`src/logic/far_op_pkg.sv`:
```
// constants and types for the extended data-memory op datapath
package far_op_pkg;

   localparam int DATA_W = 8;
   localparam int ADDR_W_DEF = 12;
   localparam int BIT_SEL_W = 3;

   // flag vector layout
   localparam int FLAG_W = 6;
   localparam int FLAG_C = 0;
   localparam int FLAG_NIB = 1;
   localparam int FLAG_Z = 2;
   localparam int FLAG_WRAP = 3;
   localparam int FLAG_SIGN = 4;
   localparam int FLAG_MBZ = 5;

   localparam logic [FLAG_W-1:0] FLAGS_RST = 6'h00;
   localparam logic [DATA_W-1:0] WORK_RST = 8'h00;
   localparam logic [DATA_W-1:0] ALL_ONES = 8'hFF;
   localparam logic [DATA_W-1:0] ZERO_BYTE = 8'h00;
   localparam logic [DATA_W-1:0] ONE_BYTE = 8'h01;

   // instruction-cycle costs
   localparam int PLAIN_CYCLES = 2;
   localparam int SKIP_CYCLES = 3;

   typedef enum logic [4:0] {
      far_move_to_working,
      far_move_to_memory,
      far_or_to_working,
      far_or_to_memory,
      far_rotate_left,
      far_rotate_left_to_working,
      far_rotate_left_thru_ripple,
      far_rotate_left_thru_ripple_to_working,
      far_rotate_right,
      far_rotate_right_to_working,
      far_rotate_right_thru_ripple,
      far_rotate_right_thru_ripple_to_working,
      far_subtract_borrow,
      far_subtract_borrow_to_memory,
      far_subtract,
      far_subtract_to_memory,
      far_decrement_skip_zero,
      far_decrement_skip_zero_to_working,
      far_increment_skip_zero,
      far_increment_skip_zero_to_working,
      far_all_ones,
      far_bit_set,
      far_bit_skip_set,
      far_skip_nonzero
   } op_t;

   typedef enum logic [1:0] {
      S_IDLE,
      S_FETCH,
      S_EXEC,
      S_DUMMY
   } state_t;

endpackage : far_op_pkg

```
`src/logic/far_op_datapath.sv`:
```
// extended data-memory instruction datapath with flags and skip control
// Contract
// - far address reaches any data memory section
// - moves copy byte unchanged, no flags
// - OR to working or memory, zero flag only
// - rotate left, bit 7 into bit 0
// - rotate right, bit 0 into bit 7
// - working-target rotates leave memory untouched
// - rotate left through ripple bit
// - rotate right through ripple bit
// - subtract with borrow updates six flags
// - ripple bit clear on negative, else set
// - borrow subtract to memory keeps working
// - plain subtract into working register
// - plain subtract to memory form
// - skip instructions take three cycles
// - decrement memory, skip on zero
// - increment memory, skip on zero
// - working-target inc/dec skip, memory unchanged
// - all-ones writes FFH, no flags
// - bit set forces only selected bit
// - bit test skips when bit is one
// - nonzero skip rewrites byte, skips nonzero
`timescale 1ns/1ps

module far_op_datapath
   import far_op_pkg::*;
#(
   parameter int ADDR_W = ADDR_W_DEF
) (
   input wire logic clk,
   input wire logic rst_n,
   input wire logic op_valid,
   output logic op_ready,
   input wire op_t op_code,
   input wire logic [ADDR_W-1:0] op_addr,
   input wire logic [BIT_SEL_W-1:0] op_bit,
   output logic [ADDR_W-1:0] mem_addr,
   output logic mem_rd,
   input wire logic [DATA_W-1:0] mem_rdata,
   output logic mem_we,
   output logic [DATA_W-1:0] mem_wdata,
   output logic [DATA_W-1:0] working_register,
   output logic ripple_out_bit,
   output logic nibble_ripple_flag,
   output logic result_null_flag,
   output logic signed_wrap_flag,
   output logic signed_result_flag,
   output logic multi_byte_null_flag,
   output logic skip_next,
   output logic op_done
);

   state_t state_q;
   op_t op_q;
   logic [ADDR_W-1:0] addr_q;
   logic [BIT_SEL_W-1:0] bit_q;
   logic [DATA_W-1:0] work_q;
   logic [FLAG_W-1:0] flags_q;
   logic [DATA_W-1:0] wdata_q;
   logic we_q;
   logic skip_q;
   logic done_q;

   // combinational results of the execute cycle
   logic [DATA_W-1:0] res_d;
   logic [FLAG_W-1:0] flags_d;
   logic to_work_d;
   logic to_mem_d;
   logic skip_d;
   logic is_skip_op;

   logic [DATA_W-1:0] m;
   logic [DATA_W-1:0] bit_mask;
   logic [DATA_W:0] diff9;
   logic [4:0] diff5;
   logic sub_cin;
   logic [DATA_W-1:0] diff;
   logic sub_wrap;

   assign m = mem_rdata;
   assign bit_mask = ONE_BYTE << bit_q;

   always_comb begin
      unique case (op_q)
         far_decrement_skip_zero, far_decrement_skip_zero_to_working,
         far_increment_skip_zero, far_increment_skip_zero_to_working,
         far_bit_skip_set, far_skip_nonzero: is_skip_op = 1'b1;
         default: is_skip_op = 1'b0;
      endcase
   end

   // subtraction as add of complement; carry out means no borrow
   always_comb begin
      if ((op_q == far_subtract_borrow) ||
          (op_q == far_subtract_borrow_to_memory)) begin
         sub_cin = flags_q[FLAG_C];
      end else begin
         sub_cin = 1'b1;
      end
   end

   assign diff9 = {1'b0, work_q} + {1'b0, ~m} + {8'h00, sub_cin};
   assign diff5 = {1'b0, work_q[3:0]} + {1'b0, ~m[3:0]} + {4'h0, sub_cin};
   assign diff = diff9[DATA_W-1:0];
   assign sub_wrap = (work_q[7] != m[7]) && (diff[7] != work_q[7]);

   always_comb begin
      res_d = work_q;
      flags_d = flags_q;
      to_work_d = 1'b0;
      to_mem_d = 1'b0;
      skip_d = 1'b0;
      unique case (op_q)
         far_move_to_working: begin
            res_d = m;
            to_work_d = 1'b1;
         end
         far_move_to_memory: begin
            res_d = work_q;
            to_mem_d = 1'b1;
         end
         far_or_to_working, far_or_to_memory: begin
            res_d = work_q | m;
            flags_d[FLAG_Z] = (res_d == ZERO_BYTE);
            to_work_d = (op_q == far_or_to_working);
            to_mem_d = (op_q == far_or_to_memory);
         end
         far_rotate_left, far_rotate_left_to_working: begin
            res_d = {m[6:0], m[7]};
            to_work_d = (op_q == far_rotate_left_to_working);
            to_mem_d = (op_q == far_rotate_left);
         end
         far_rotate_right, far_rotate_right_to_working: begin
            res_d = {m[0], m[7:1]};
            to_work_d = (op_q == far_rotate_right_to_working);
            to_mem_d = (op_q == far_rotate_right);
         end
         far_rotate_left_thru_ripple,
         far_rotate_left_thru_ripple_to_working: begin
            res_d = {m[6:0], flags_q[FLAG_C]};
            flags_d[FLAG_C] = m[7];
            to_work_d = (op_q == far_rotate_left_thru_ripple_to_working);
            to_mem_d = (op_q == far_rotate_left_thru_ripple);
         end
         far_rotate_right_thru_ripple,
         far_rotate_right_thru_ripple_to_working: begin
            res_d = {flags_q[FLAG_C], m[7:1]};
            flags_d[FLAG_C] = m[0];
            to_work_d = (op_q == far_rotate_right_thru_ripple_to_working);
            to_mem_d = (op_q == far_rotate_right_thru_ripple);
         end
         far_subtract_borrow, far_subtract_borrow_to_memory,
         far_subtract, far_subtract_to_memory: begin
            res_d = diff;
            flags_d[FLAG_C] = diff9[DATA_W];
            flags_d[FLAG_NIB] = diff5[4];
            flags_d[FLAG_Z] = (diff == ZERO_BYTE);
            flags_d[FLAG_WRAP] = sub_wrap;
            flags_d[FLAG_SIGN] = sub_wrap ^ diff[7];
            // chained zero only for the borrow forms
            if ((op_q == far_subtract_borrow) ||
                (op_q == far_subtract_borrow_to_memory)) begin
               flags_d[FLAG_MBZ] = (diff == ZERO_BYTE) && flags_q[FLAG_MBZ];
            end else begin
               flags_d[FLAG_MBZ] = (diff == ZERO_BYTE);
            end
            to_work_d = (op_q == far_subtract_borrow) ||
                        (op_q == far_subtract);
            to_mem_d = (op_q == far_subtract_borrow_to_memory) ||
                       (op_q == far_subtract_to_memory);
         end
         far_decrement_skip_zero, far_decrement_skip_zero_to_working: begin
            res_d = m - ONE_BYTE;
            skip_d = (res_d == ZERO_BYTE);
            to_work_d = (op_q == far_decrement_skip_zero_to_working);
            to_mem_d = (op_q == far_decrement_skip_zero);
         end
         far_increment_skip_zero, far_increment_skip_zero_to_working: begin
            res_d = m + ONE_BYTE;
            skip_d = (res_d == ZERO_BYTE);
            to_work_d = (op_q == far_increment_skip_zero_to_working);
            to_mem_d = (op_q == far_increment_skip_zero);
         end
         far_all_ones: begin
            res_d = ALL_ONES;
            to_mem_d = 1'b1;
         end
         far_bit_set: begin
            res_d = m | bit_mask;
            to_mem_d = 1'b1;
         end
         far_bit_skip_set: begin
            skip_d = |(m & bit_mask);
         end
         far_skip_nonzero: begin
            res_d = m;
            to_mem_d = 1'b1;
            skip_d = (m != ZERO_BYTE);
         end
         default: begin
            res_d = work_q;
         end
      endcase
   end

   // sequencer: fetch, execute, and a dummy cycle for skip ops
   always_ff @(posedge clk or negedge rst_n) begin
      if (!rst_n) begin
         state_q <= S_IDLE;
      end else begin
         unique case (state_q)
            S_IDLE: begin
               if (op_valid) begin
                  state_q <= S_FETCH;
               end
            end
            S_FETCH: begin
               state_q <= S_EXEC;
            end
            S_EXEC: begin
               state_q <= is_skip_op ? S_DUMMY : S_IDLE;
            end
            S_DUMMY: begin
               state_q <= S_IDLE;
            end
         endcase
      end
   end

   // operand capture; full address selects any memory section
   always_ff @(posedge clk or negedge rst_n) begin
      if (!rst_n) begin
         op_q <= far_move_to_working;
         addr_q <= '0;
         bit_q <= '0;
      end else if ((state_q == S_IDLE) && op_valid) begin
         op_q <= op_code;
         addr_q <= op_addr;
         bit_q <= op_bit;
      end
   end

   // architectural state commits only in the execute cycle
   always_ff @(posedge clk or negedge rst_n) begin
      if (!rst_n) begin
         work_q <= WORK_RST;
         flags_q <= FLAGS_RST;
      end else if (state_q == S_EXEC) begin
         flags_q <= flags_d;
         if (to_work_d) begin
            work_q <= res_d;
         end
      end
   end

   // memory write strobe and data, registered from execute
   always_ff @(posedge clk or negedge rst_n) begin
      if (!rst_n) begin
         we_q <= 1'b0;
         wdata_q <= ZERO_BYTE;
      end else begin
         we_q <= (state_q == S_EXEC) && to_mem_d;
         if ((state_q == S_EXEC) && to_mem_d) begin
            wdata_q <= res_d;
         end
      end
   end

   // skip indication and completion pulse
   always_ff @(posedge clk or negedge rst_n) begin
      if (!rst_n) begin
         skip_q <= 1'b0;
         done_q <= 1'b0;
      end else begin
         skip_q <= (state_q == S_EXEC) && skip_d;
         done_q <= ((state_q == S_EXEC) && !is_skip_op) ||
                   (state_q == S_DUMMY);
      end
   end

   assign op_ready = (state_q == S_IDLE);
   assign mem_rd = (state_q == S_FETCH);
   assign mem_addr = addr_q;
   assign mem_we = we_q;
   assign mem_wdata = wdata_q;
   assign working_register = work_q;
   assign ripple_out_bit = flags_q[FLAG_C];
   assign nibble_ripple_flag = flags_q[FLAG_NIB];
   assign result_null_flag = flags_q[FLAG_Z];
   assign signed_wrap_flag = flags_q[FLAG_WRAP];
   assign signed_result_flag = flags_q[FLAG_SIGN];
   assign multi_byte_null_flag = flags_q[FLAG_MBZ];
   assign skip_next = skip_q;
   assign op_done = done_q;

   AST_MOVE_NO_FLAGS: assert property (
      @(posedge clk) disable iff (!rst_n)
      (state_q == S_EXEC && op_q == far_move_to_working)
      |=> (work_q == $past(mem_rdata)) && (flags_q == $past(flags_q)))
      else $error("move to working wrong value or flags");

   AST_OR_ZERO_ONLY: assert property (
      @(posedge clk) disable iff (!rst_n)
      (state_q == S_EXEC && op_q == far_or_to_memory)
      |=> mem_we && (mem_wdata == ($past(work_q) | $past(mem_rdata)))
          && (flags_q[FLAG_C] == $past(flags_q[FLAG_C])))
      else $error("or to memory wrong");

   AST_ROTATE_LEFT: assert property (
      @(posedge clk) disable iff (!rst_n)
      (state_q == S_EXEC && op_q == far_rotate_left)
      |=> mem_we && (mem_wdata == $past({mem_rdata[6:0], mem_rdata[7]})))
      else $error("rotate left data wrong");

   AST_ROTATE_W_KEEPS_MEM: assert property (
      @(posedge clk) disable iff (!rst_n)
      (state_q == S_EXEC && op_q == far_rotate_right_to_working)
      |=> !mem_we && (work_q == $past({mem_rdata[0], mem_rdata[7:1]})))
      else $error("rotate to working touched memory");

   AST_RLC_RIPPLE: assert property (
      @(posedge clk) disable iff (!rst_n)
      (state_q == S_EXEC && op_q == far_rotate_left_thru_ripple_to_working)
      |=> (ripple_out_bit == $past(mem_rdata[7]))
          && (work_q[0] == $past(flags_q[FLAG_C])))
      else $error("rotate through ripple wrong");

   AST_SUB_RIPPLE: assert property (
      @(posedge clk) disable iff (!rst_n)
      (state_q == S_EXEC && op_q == far_subtract)
      |=> ripple_out_bit == ($past(work_q) >= $past(mem_rdata)))
      else $error("subtract ripple bit wrong");

   AST_SBCM_KEEPS_W: assert property (
      @(posedge clk) disable iff (!rst_n)
      (state_q == S_EXEC && op_q == far_subtract_borrow_to_memory)
      |=> mem_we && (work_q == $past(work_q)))
      else $error("borrow subtract to memory changed working");

   AST_SKIP_THREE: assert property (
      @(posedge clk) disable iff (!rst_n)
      (state_q == S_FETCH && is_skip_op)
      |=> (state_q == S_EXEC) ##1 (state_q == S_DUMMY) ##1 op_ready)
      else $error("skip op not three cycles");

   AST_SET_ALL: assert property (
      @(posedge clk) disable iff (!rst_n)
      (state_q == S_EXEC && op_q == far_all_ones)
      |=> mem_we && (mem_wdata == ALL_ONES) && (flags_q == $past(flags_q)))
      else $error("all ones write wrong");

   AST_SNZ_SKIP: assert property (
      @(posedge clk) disable iff (!rst_n)
      (state_q == S_EXEC && op_q == far_skip_nonzero)
      |=> (skip_next == ($past(mem_rdata) != ZERO_BYTE))
          && (mem_wdata == $past(mem_rdata)))
      else $error("nonzero skip wrong");

   AST_DUMMY_QUIET: assert property (
      @(posedge clk) disable iff (!rst_n)
      (state_q == S_DUMMY)
      |=> work_q == $past(work_q) && flags_q == $past(flags_q) && !mem_we)
      else $error("write during dummy cycle");

endmodule : far_op_datapath

```
`config.mk`:
```
export PLATFORM = sky130hd
export DESIGN_NAME = far_op_datapath
export DESIGN_NICKNAME = d
export VERILOG_FILES = /design/src/logic/far_op_pkg.sv /design/src/logic/far_op_datapath.sv
export SDC_FILE = /design/constraint.sdc
export NUM_CORES = 1
export LEC_CHECK = 0
export BUFFER_PORTS_ARGS = -buffer_cell sky130_fd_sc_hd__buf_2
export CORE_ASPECT_RATIO = 1.5
export CORE_UTILIZATION = 45
export DETAILED_ROUTE_END_ITERATION = 7
export PLACE_DENSITY = 0.72
export SYNTH_ARGS = -nofsm -noshare
export SYNTH_HDL_FRONTEND = slang
export SYNTH_SLANG_ARGS = --single-unit
```
`constraint.sdc`:
```
create_clock -name clk -period 9.7 [get_ports clk]
set_clock_uncertainty 0.15 [all_clocks]
set_input_delay 1.94 -clock clk [delete_from_list [all_inputs] [get_ports clk]]
set_output_delay 1.94 -clock clk [all_outputs]
set_load 0.03 [all_outputs]
```
[Yosys cells after proc, flatten, opt, wreduce, memory -nomap -nowiden]
Cells that the tools add are included.
Widths: inputs -> output; s select.
Word-level totals
  word-level logic and storage cells: 102
  bits of input ports: 31
  output and inout bits: 39
  bits in registers: 47
Cells by class
  bitwise gates (word level): 6
  muxes and demuxes: 12
  reduce and logical (&&, ||, !) cells: 36
  shifts and indexed selects: 1
  equal/unequal tests: 29
  $add $sub $neg: 6
Operators with widths (count)
  $pmux 8 s11: 1
  $eq 5x4->1 const B: 8
  $eq 5x5->1 const B: 8
  $logic_not 8->1: 4
  $eq 5x3->1 const B: 4
  $pmux 1 s9: 2
  $or 8x8->8: 2
  $reduce_or 2->1: 8
  $eq 5x2->1 const B: 2
  $add 8x8->9: 1
  $add 9x1->9: 1
  $add 8x1->8 const B: 1
  $and 8x8->8: 1
  $not 8->8: 1
  $pmux 2 s4: 1
  $reduce_and 2->1: 4
  $reduce_bool 8->1: 1
  $reduce_or 4->1: 2
  $reduce_or 8->1: 1
  $shl 1x3->8 const A: 1
  $sub 8x1->8 const B: 1
  $logic_and 1x1->1: 6
  $reduce_or 6->1: 1
  $add 4x4->5: 1
  19 further kinds: 27

[Logic depth before layout (Yosys ltp)]
  depth after elaboration: 7
  gate-level depth with buffers: 17
  gate-level depth less buffers: 14

[Worst setup path after synthesis]
Ideal clock, no wire load.
  path type: input-to-reg
  start point: input port mem_rdata[2]
  end point: register work_q[7] (netlist: working_register[7])
  setup slack: 4.456 ns
  required time: 9.413 ns
  stages: 15
  setup time: 0.137 ns
  buffers on the path: 2
  data arrival time: 4.957 ns
  path through: buf_2 clkbuf_1 inv_1 ha_1 nor2b_1 a211oi_1 o21ai_0 a211oi_1 a211oi_1 fa_1 nor2b_1 o21ai_0 o2111ai_1 nor4_1 a21oi_1
Between the ends
  cells in the longest elaborated chain, start to end: 4
  elaborated cells on any way between the ends: 6
  classes of those cells: 4 x add/sub; 1 x mux; 1 x bitwise
RTL lines
  from (decl): line far_op_datapath.sv:40  | input wire logic [DATA_W-1:0] mem_rdata,
  $not 8->8: line far_op_datapath.sv:103  | assign diff9 = {1'b0, work_q} + {1'b0, ~m} + {8'h00, sub_cin};
  $add 8x8->9: line far_op_datapath.sv:103
  $add 9x1->9: line far_op_datapath.sv:103
  $pmux 8 s11 (*): line far_op_datapath.sv:114  | unique case (op_q)
  to (signal assigned): line far_op_datapath.sv:252  | work_q <= res_d;
  to (decl): line far_op_datapath.sv:58  | logic [DATA_W-1:0] work_q;
Every way passes the cells marked *; elsewhere a longest branch is shown, timed or not.
A chain may end at the register's enable or synchronous reset.

[Final worst setup path]
Same ends and word-level chain as after synthesis.

==> metrics.sh <==
POST_SYNTH_XOR_AREA_FRACTION_PCT=2.69
FP.DIEW_UM=78.0
TOTALWIRELENGTH_UM=11700
WORST-PATH-MAX-FANOUT=17
FINALSETUPTNS_NS=0
MIN_FROM='flags_q[3]'
CRIT-REG2REG-CAPTURE='working_register[7]'
HOLD_PATH_DEPTH=2
LAYOUT_WORST_PATH_CYCLE_SHARE_PCT=54.8
SYNTH-EDFF-COUNT=0
OVERFLOW=0
STATUS='complete, no violations'
SLEW_HEADROOM_PCT=28.9
POWER-PER-CELL-AREA_mW_PER_MM2=343
FINAL_HOLD_VIOL_COUNT=0
POSTSYNTHREGISTERBITS=47
VIAS=3799
NNETSFINAL=550
SYN_AREA_MM2=0.00390
GRT_START_MAX_NET_PINS=48
TYPE_OF_THE_SETUP_PATH_WITH_THE_LEAST_SLACK='in2reg'
LARGEST_FAMILY_OF_LOGIC_CELLS_BY_SYNTHESIZED_AREA='simple AND/OR/NAND/NOR gates'
PLACED_CELL_AREA_MM2=0.00427
TIMING.REG2REG.SETUP_SLACK_NS=5.45
GRT_PASS1_WL_UM=18600
FIRST_GLOBAL_VIAS=3586
N_ANTENNA_CELL=0
TIMING_WORST_SLEW_PIN_VALUE_NS=1.07
ROWS=41
TOP_LEVEL_PORTS=70
DP.FINAL_HPWL_UM=8810
ANTENNA_FOUND_INITIAL=0
CRITICAL_PATH.STARTPOINT_TYPE='primary input'
SYNTH-COMPOUND-AREA-SHARE_PCT=21.1
CLOCKBUFFERDEPTH=2
POST_SYNTH.CELL_AREA_AVG_UM2=8.73
POST_SYN_INSTANCES=447
FINAL_ANTENNA_NET_COUNT=0
REMAINING_DRC_ERRORS=0
BUFFER_PORTS.INSERTED=69
LEAKAGE_POWER_nW=1.89
ROUTED_WIRE_LENGTH_PER_INSTANCE_UM=19.4
POWER.IR.VDD_WORST_mV=0.189
AREAGROWTHSYNTHTOFINISH_PCT=13.1
SYNTH.AREA.MUX_SHARE_PCT=9.30
DESIGN_AREA_MM2=0.00441
DIE_HEIGHT_UM=116
FINALSETUPVIOLATIONS=0
YS_TYPES=72
MAX_CAP_VIOLATIONS=0
CTS-BUFFERS-INSERTED=5
CTS_HOLD_REPAIR.BUFFERS=0
CLOCK.FMAX_MHz=188
MIN-DELAY-PATH-CLASS='reg2reg'
CTS_HTREE_LEVELS=2
TRITONCTS='done'
FP.COREAREA_MM2=0.00841
POST_SYNTH_FA_HA_MAJ_AREA_FRACTION_PCT=7.95
CP.REQUIRED_NS=9.70
FINAL_MAX_SLEW_VIOL_COUNT=0
SYNTH.YOSYS.SEQ_AREA_SHARE_PCT=30.1
CTS.ROOT.BUFFER_CELL='sky130_fd_sc_hd__clkbuf_16'
SYNTH-MAIN-FF-CELL='sky130_fd_sc_hd__dfrtp_1'
DRT-INITIAL-DRC-COUNT=290
FINAL_PERIOD_MINUS_WORST_SETUP_SLACK_NS=5.31
ROUTE.DETAILED.VIAS_PER_INST=6.29
DRIVE_GT1_SHARE_PCT=22.7
GRT_SETUP_UNREPAIRED='false'
FINAL_WEIGHTED_CONGESTION_OF_ROUTABILITY_DRIVEN_GLOBAL_PLACEMENT=0.982
YOSYS_WARNINGS=0
CRITICAL_PATH.ENDPOINT_TYPE='flop'
WORST_SETUP_HOLD_PATH_CLK_SLEW_NS=0.06
POST_SYNTH_AND_OR_NAND_NOR_AREA_FRACTION_PCT=22.4
CLOCK-SINKS=47
R2R_START='op_q[1]'
DRT_PRE_ANTENNA_ITERS=5
DIE_AREA_MM2=0.00906
CTS.REPAIR_TIMING.SETUP_BUFFER_COUNT=0
WORST-R2R-CELL-COUNT=14
INSERTION_DELAY_NS=0.29
CP_DATA_ARRIVAL_TIME_NS=5.32
YS_ASYNC_SR_FRACTION_PCT=100
GLOBAL_ROUTE.USAGE.TOTAL_PCT=26.7
SYN-NUM-NETS=501
INITIAL_CORE_UTIL_PCT=46.4
POST_CTS.RESIZED_INSTANCES=0
WORSTHOLDENDPOINT='flags_q[3]'
layer usage:
metal / track usage [%] / wire length (um) / part of all wire, % / up-vias
met5: 0 / 0 / 0 / -
met3: 4.41 / 751 / 6.4 / 50
met4: 13.7 / 581 / 5.0 / 0
li1: - / - / - / 1744
met2: 47.3 / 5830 / 50 / 181
met1: 31.1 / 4550 / 39 / 1824
cells in the mapped netlist (10+ instances only):
master	number	area share, %
sky130_fd_sc_hd__nor2b_1	18	2.9
sky130_fd_sc_hd__clkbuf_1	15	1.4
sky130_fd_sc_hd__mux2_2	26	7.5
sky130_fd_sc_hd__buf_2	13	1.7
sky130_fd_sc_hd__nor2_1	21	2.0
sky130_fd_sc_hd__nand2_1	28	2.7
sky130_fd_sc_hd__nand3_1	15	1.9
sky130_fd_sc_hd__inv_1	28	2.7
sky130_fd_sc_hd__a21oi_1	16	2.1
sky130_fd_sc_hd__a31oi_1	10	1.6
sky130_fd_sc_hd__ha_1	20	6.4
sky130_fd_sc_hd__dfrtp_1	47	30
sky130_fd_sc_hd__nand2b_1	14	2.2
sky130_fd_sc_hd__o21ai_0	30	3.8
worst max-delay path, cell delays in order:
cell and delay (ns):
sky130_fd_sc_hd__buf_2 0.29, sky130_fd_sc_hd__inv_1 0.16, sky130_fd_sc_hd__ha_1 0.36, sky130_fd_sc_hd__nor2b_1 0.15
sky130_fd_sc_hd__a211oi_1 0.31, sky130_fd_sc_hd__o21ai_0 0.13, sky130_fd_sc_hd__a211oi_1 0.27, sky130_fd_sc_hd__a211oi_1 0.10
sky130_fd_sc_hd__fa_1 0.58, sky130_fd_sc_hd__nor2b_1 0.07, sky130_fd_sc_hd__o21ai_0 0.15, sky130_fd_sc_hd__o2111ai_1 0.12
sky130_fd_sc_hd__nor4_1 0.54, sky130_fd_sc_hd__a21oi_1 0.14
layout by cell type (no fill, tap or decap), drive strengths merged, types with 14 or more instances in the layout:
cell	instances
o21ai	30
nor2	21
nand3	15
a21oi	16
inv	29
ha	20
nor2b	18
nand2	28
dfrtp	47
mux2	26
nand2b	14
buf	73
power by group:
group | leakage, nW | switching (mW) | internal (mW)
logic | 1.28 | 0.611 | 0.347
clock network | 0.0675 | 0.0777 | 0.0967
registers | 0.548 | 0.0961 | 0.286
total | 1.89 | 0.784 | 0.730
through the flow:
stage          cells  hold WS [ns]  worst slack (ns)  power [mW]  utilization (%)
3_5_place_dp     596         0.328              4.21        1.33             50.7
3_3_place_gp     596         0.313              4.37        1.32             50.7
4_1_cts          604         0.345              4.48        1.51             52.5
5_1_grt          604         0.365              4.24        1.61             52.5
2_1_floorplan    447         0.363              4.46        1.07                -
6_report         604         0.343              4.39        1.51             52.5
registers in the layout (all words and copies together) (netlist names):
register	flops
mem_addr	12
bit_q	3
mem_we	1
op_done	1
mem_wdata	8
working_register	8
flags_q	6
skip_next	1
state_q	2
op_q	5
kinds of logic after synthesis:
kind of cell | count (synthesis)
DFF | 47
muxes | 33
adders and majority gates | 23
buffers and inverters | 59
AOI/OAI and AO/OA | 118
and+or+nand+nor | 155
xor gates and xnor gates | 12
worst max path at each step:
stage	start	to	slack, ns	cells past startpoint
after CTS	mem_rdata[2]	working_register[7]	4.48	14
after global routing	mem_rdata[2]	working_register[7]	4.24	14
after detailed placement	mem_rdata[2]	working_register[7]	4.21	14
after floorplan	mem_rdata[2]	working_register[7]	4.46	15
final	mem_rdata[2]	working_register[7]	4.39	14
after global placement	mem_rdata[2]	working_register[7]	4.37	14
area by class of cell:
type | count | area [um^2]
Clock buffer | 6 | 129
Tap cell | 107 | 134
Multi-Input combinational cell | 341 | 2480
Clock inverter | 2 | 16.3
Inverter | 28 | 105
Timing Repair Buffer | 73 | 375
Fill cell | 803 | 4000
Sequential cell | 47 | 1180
No activity file was read; power rests on OpenSTA's default activity.
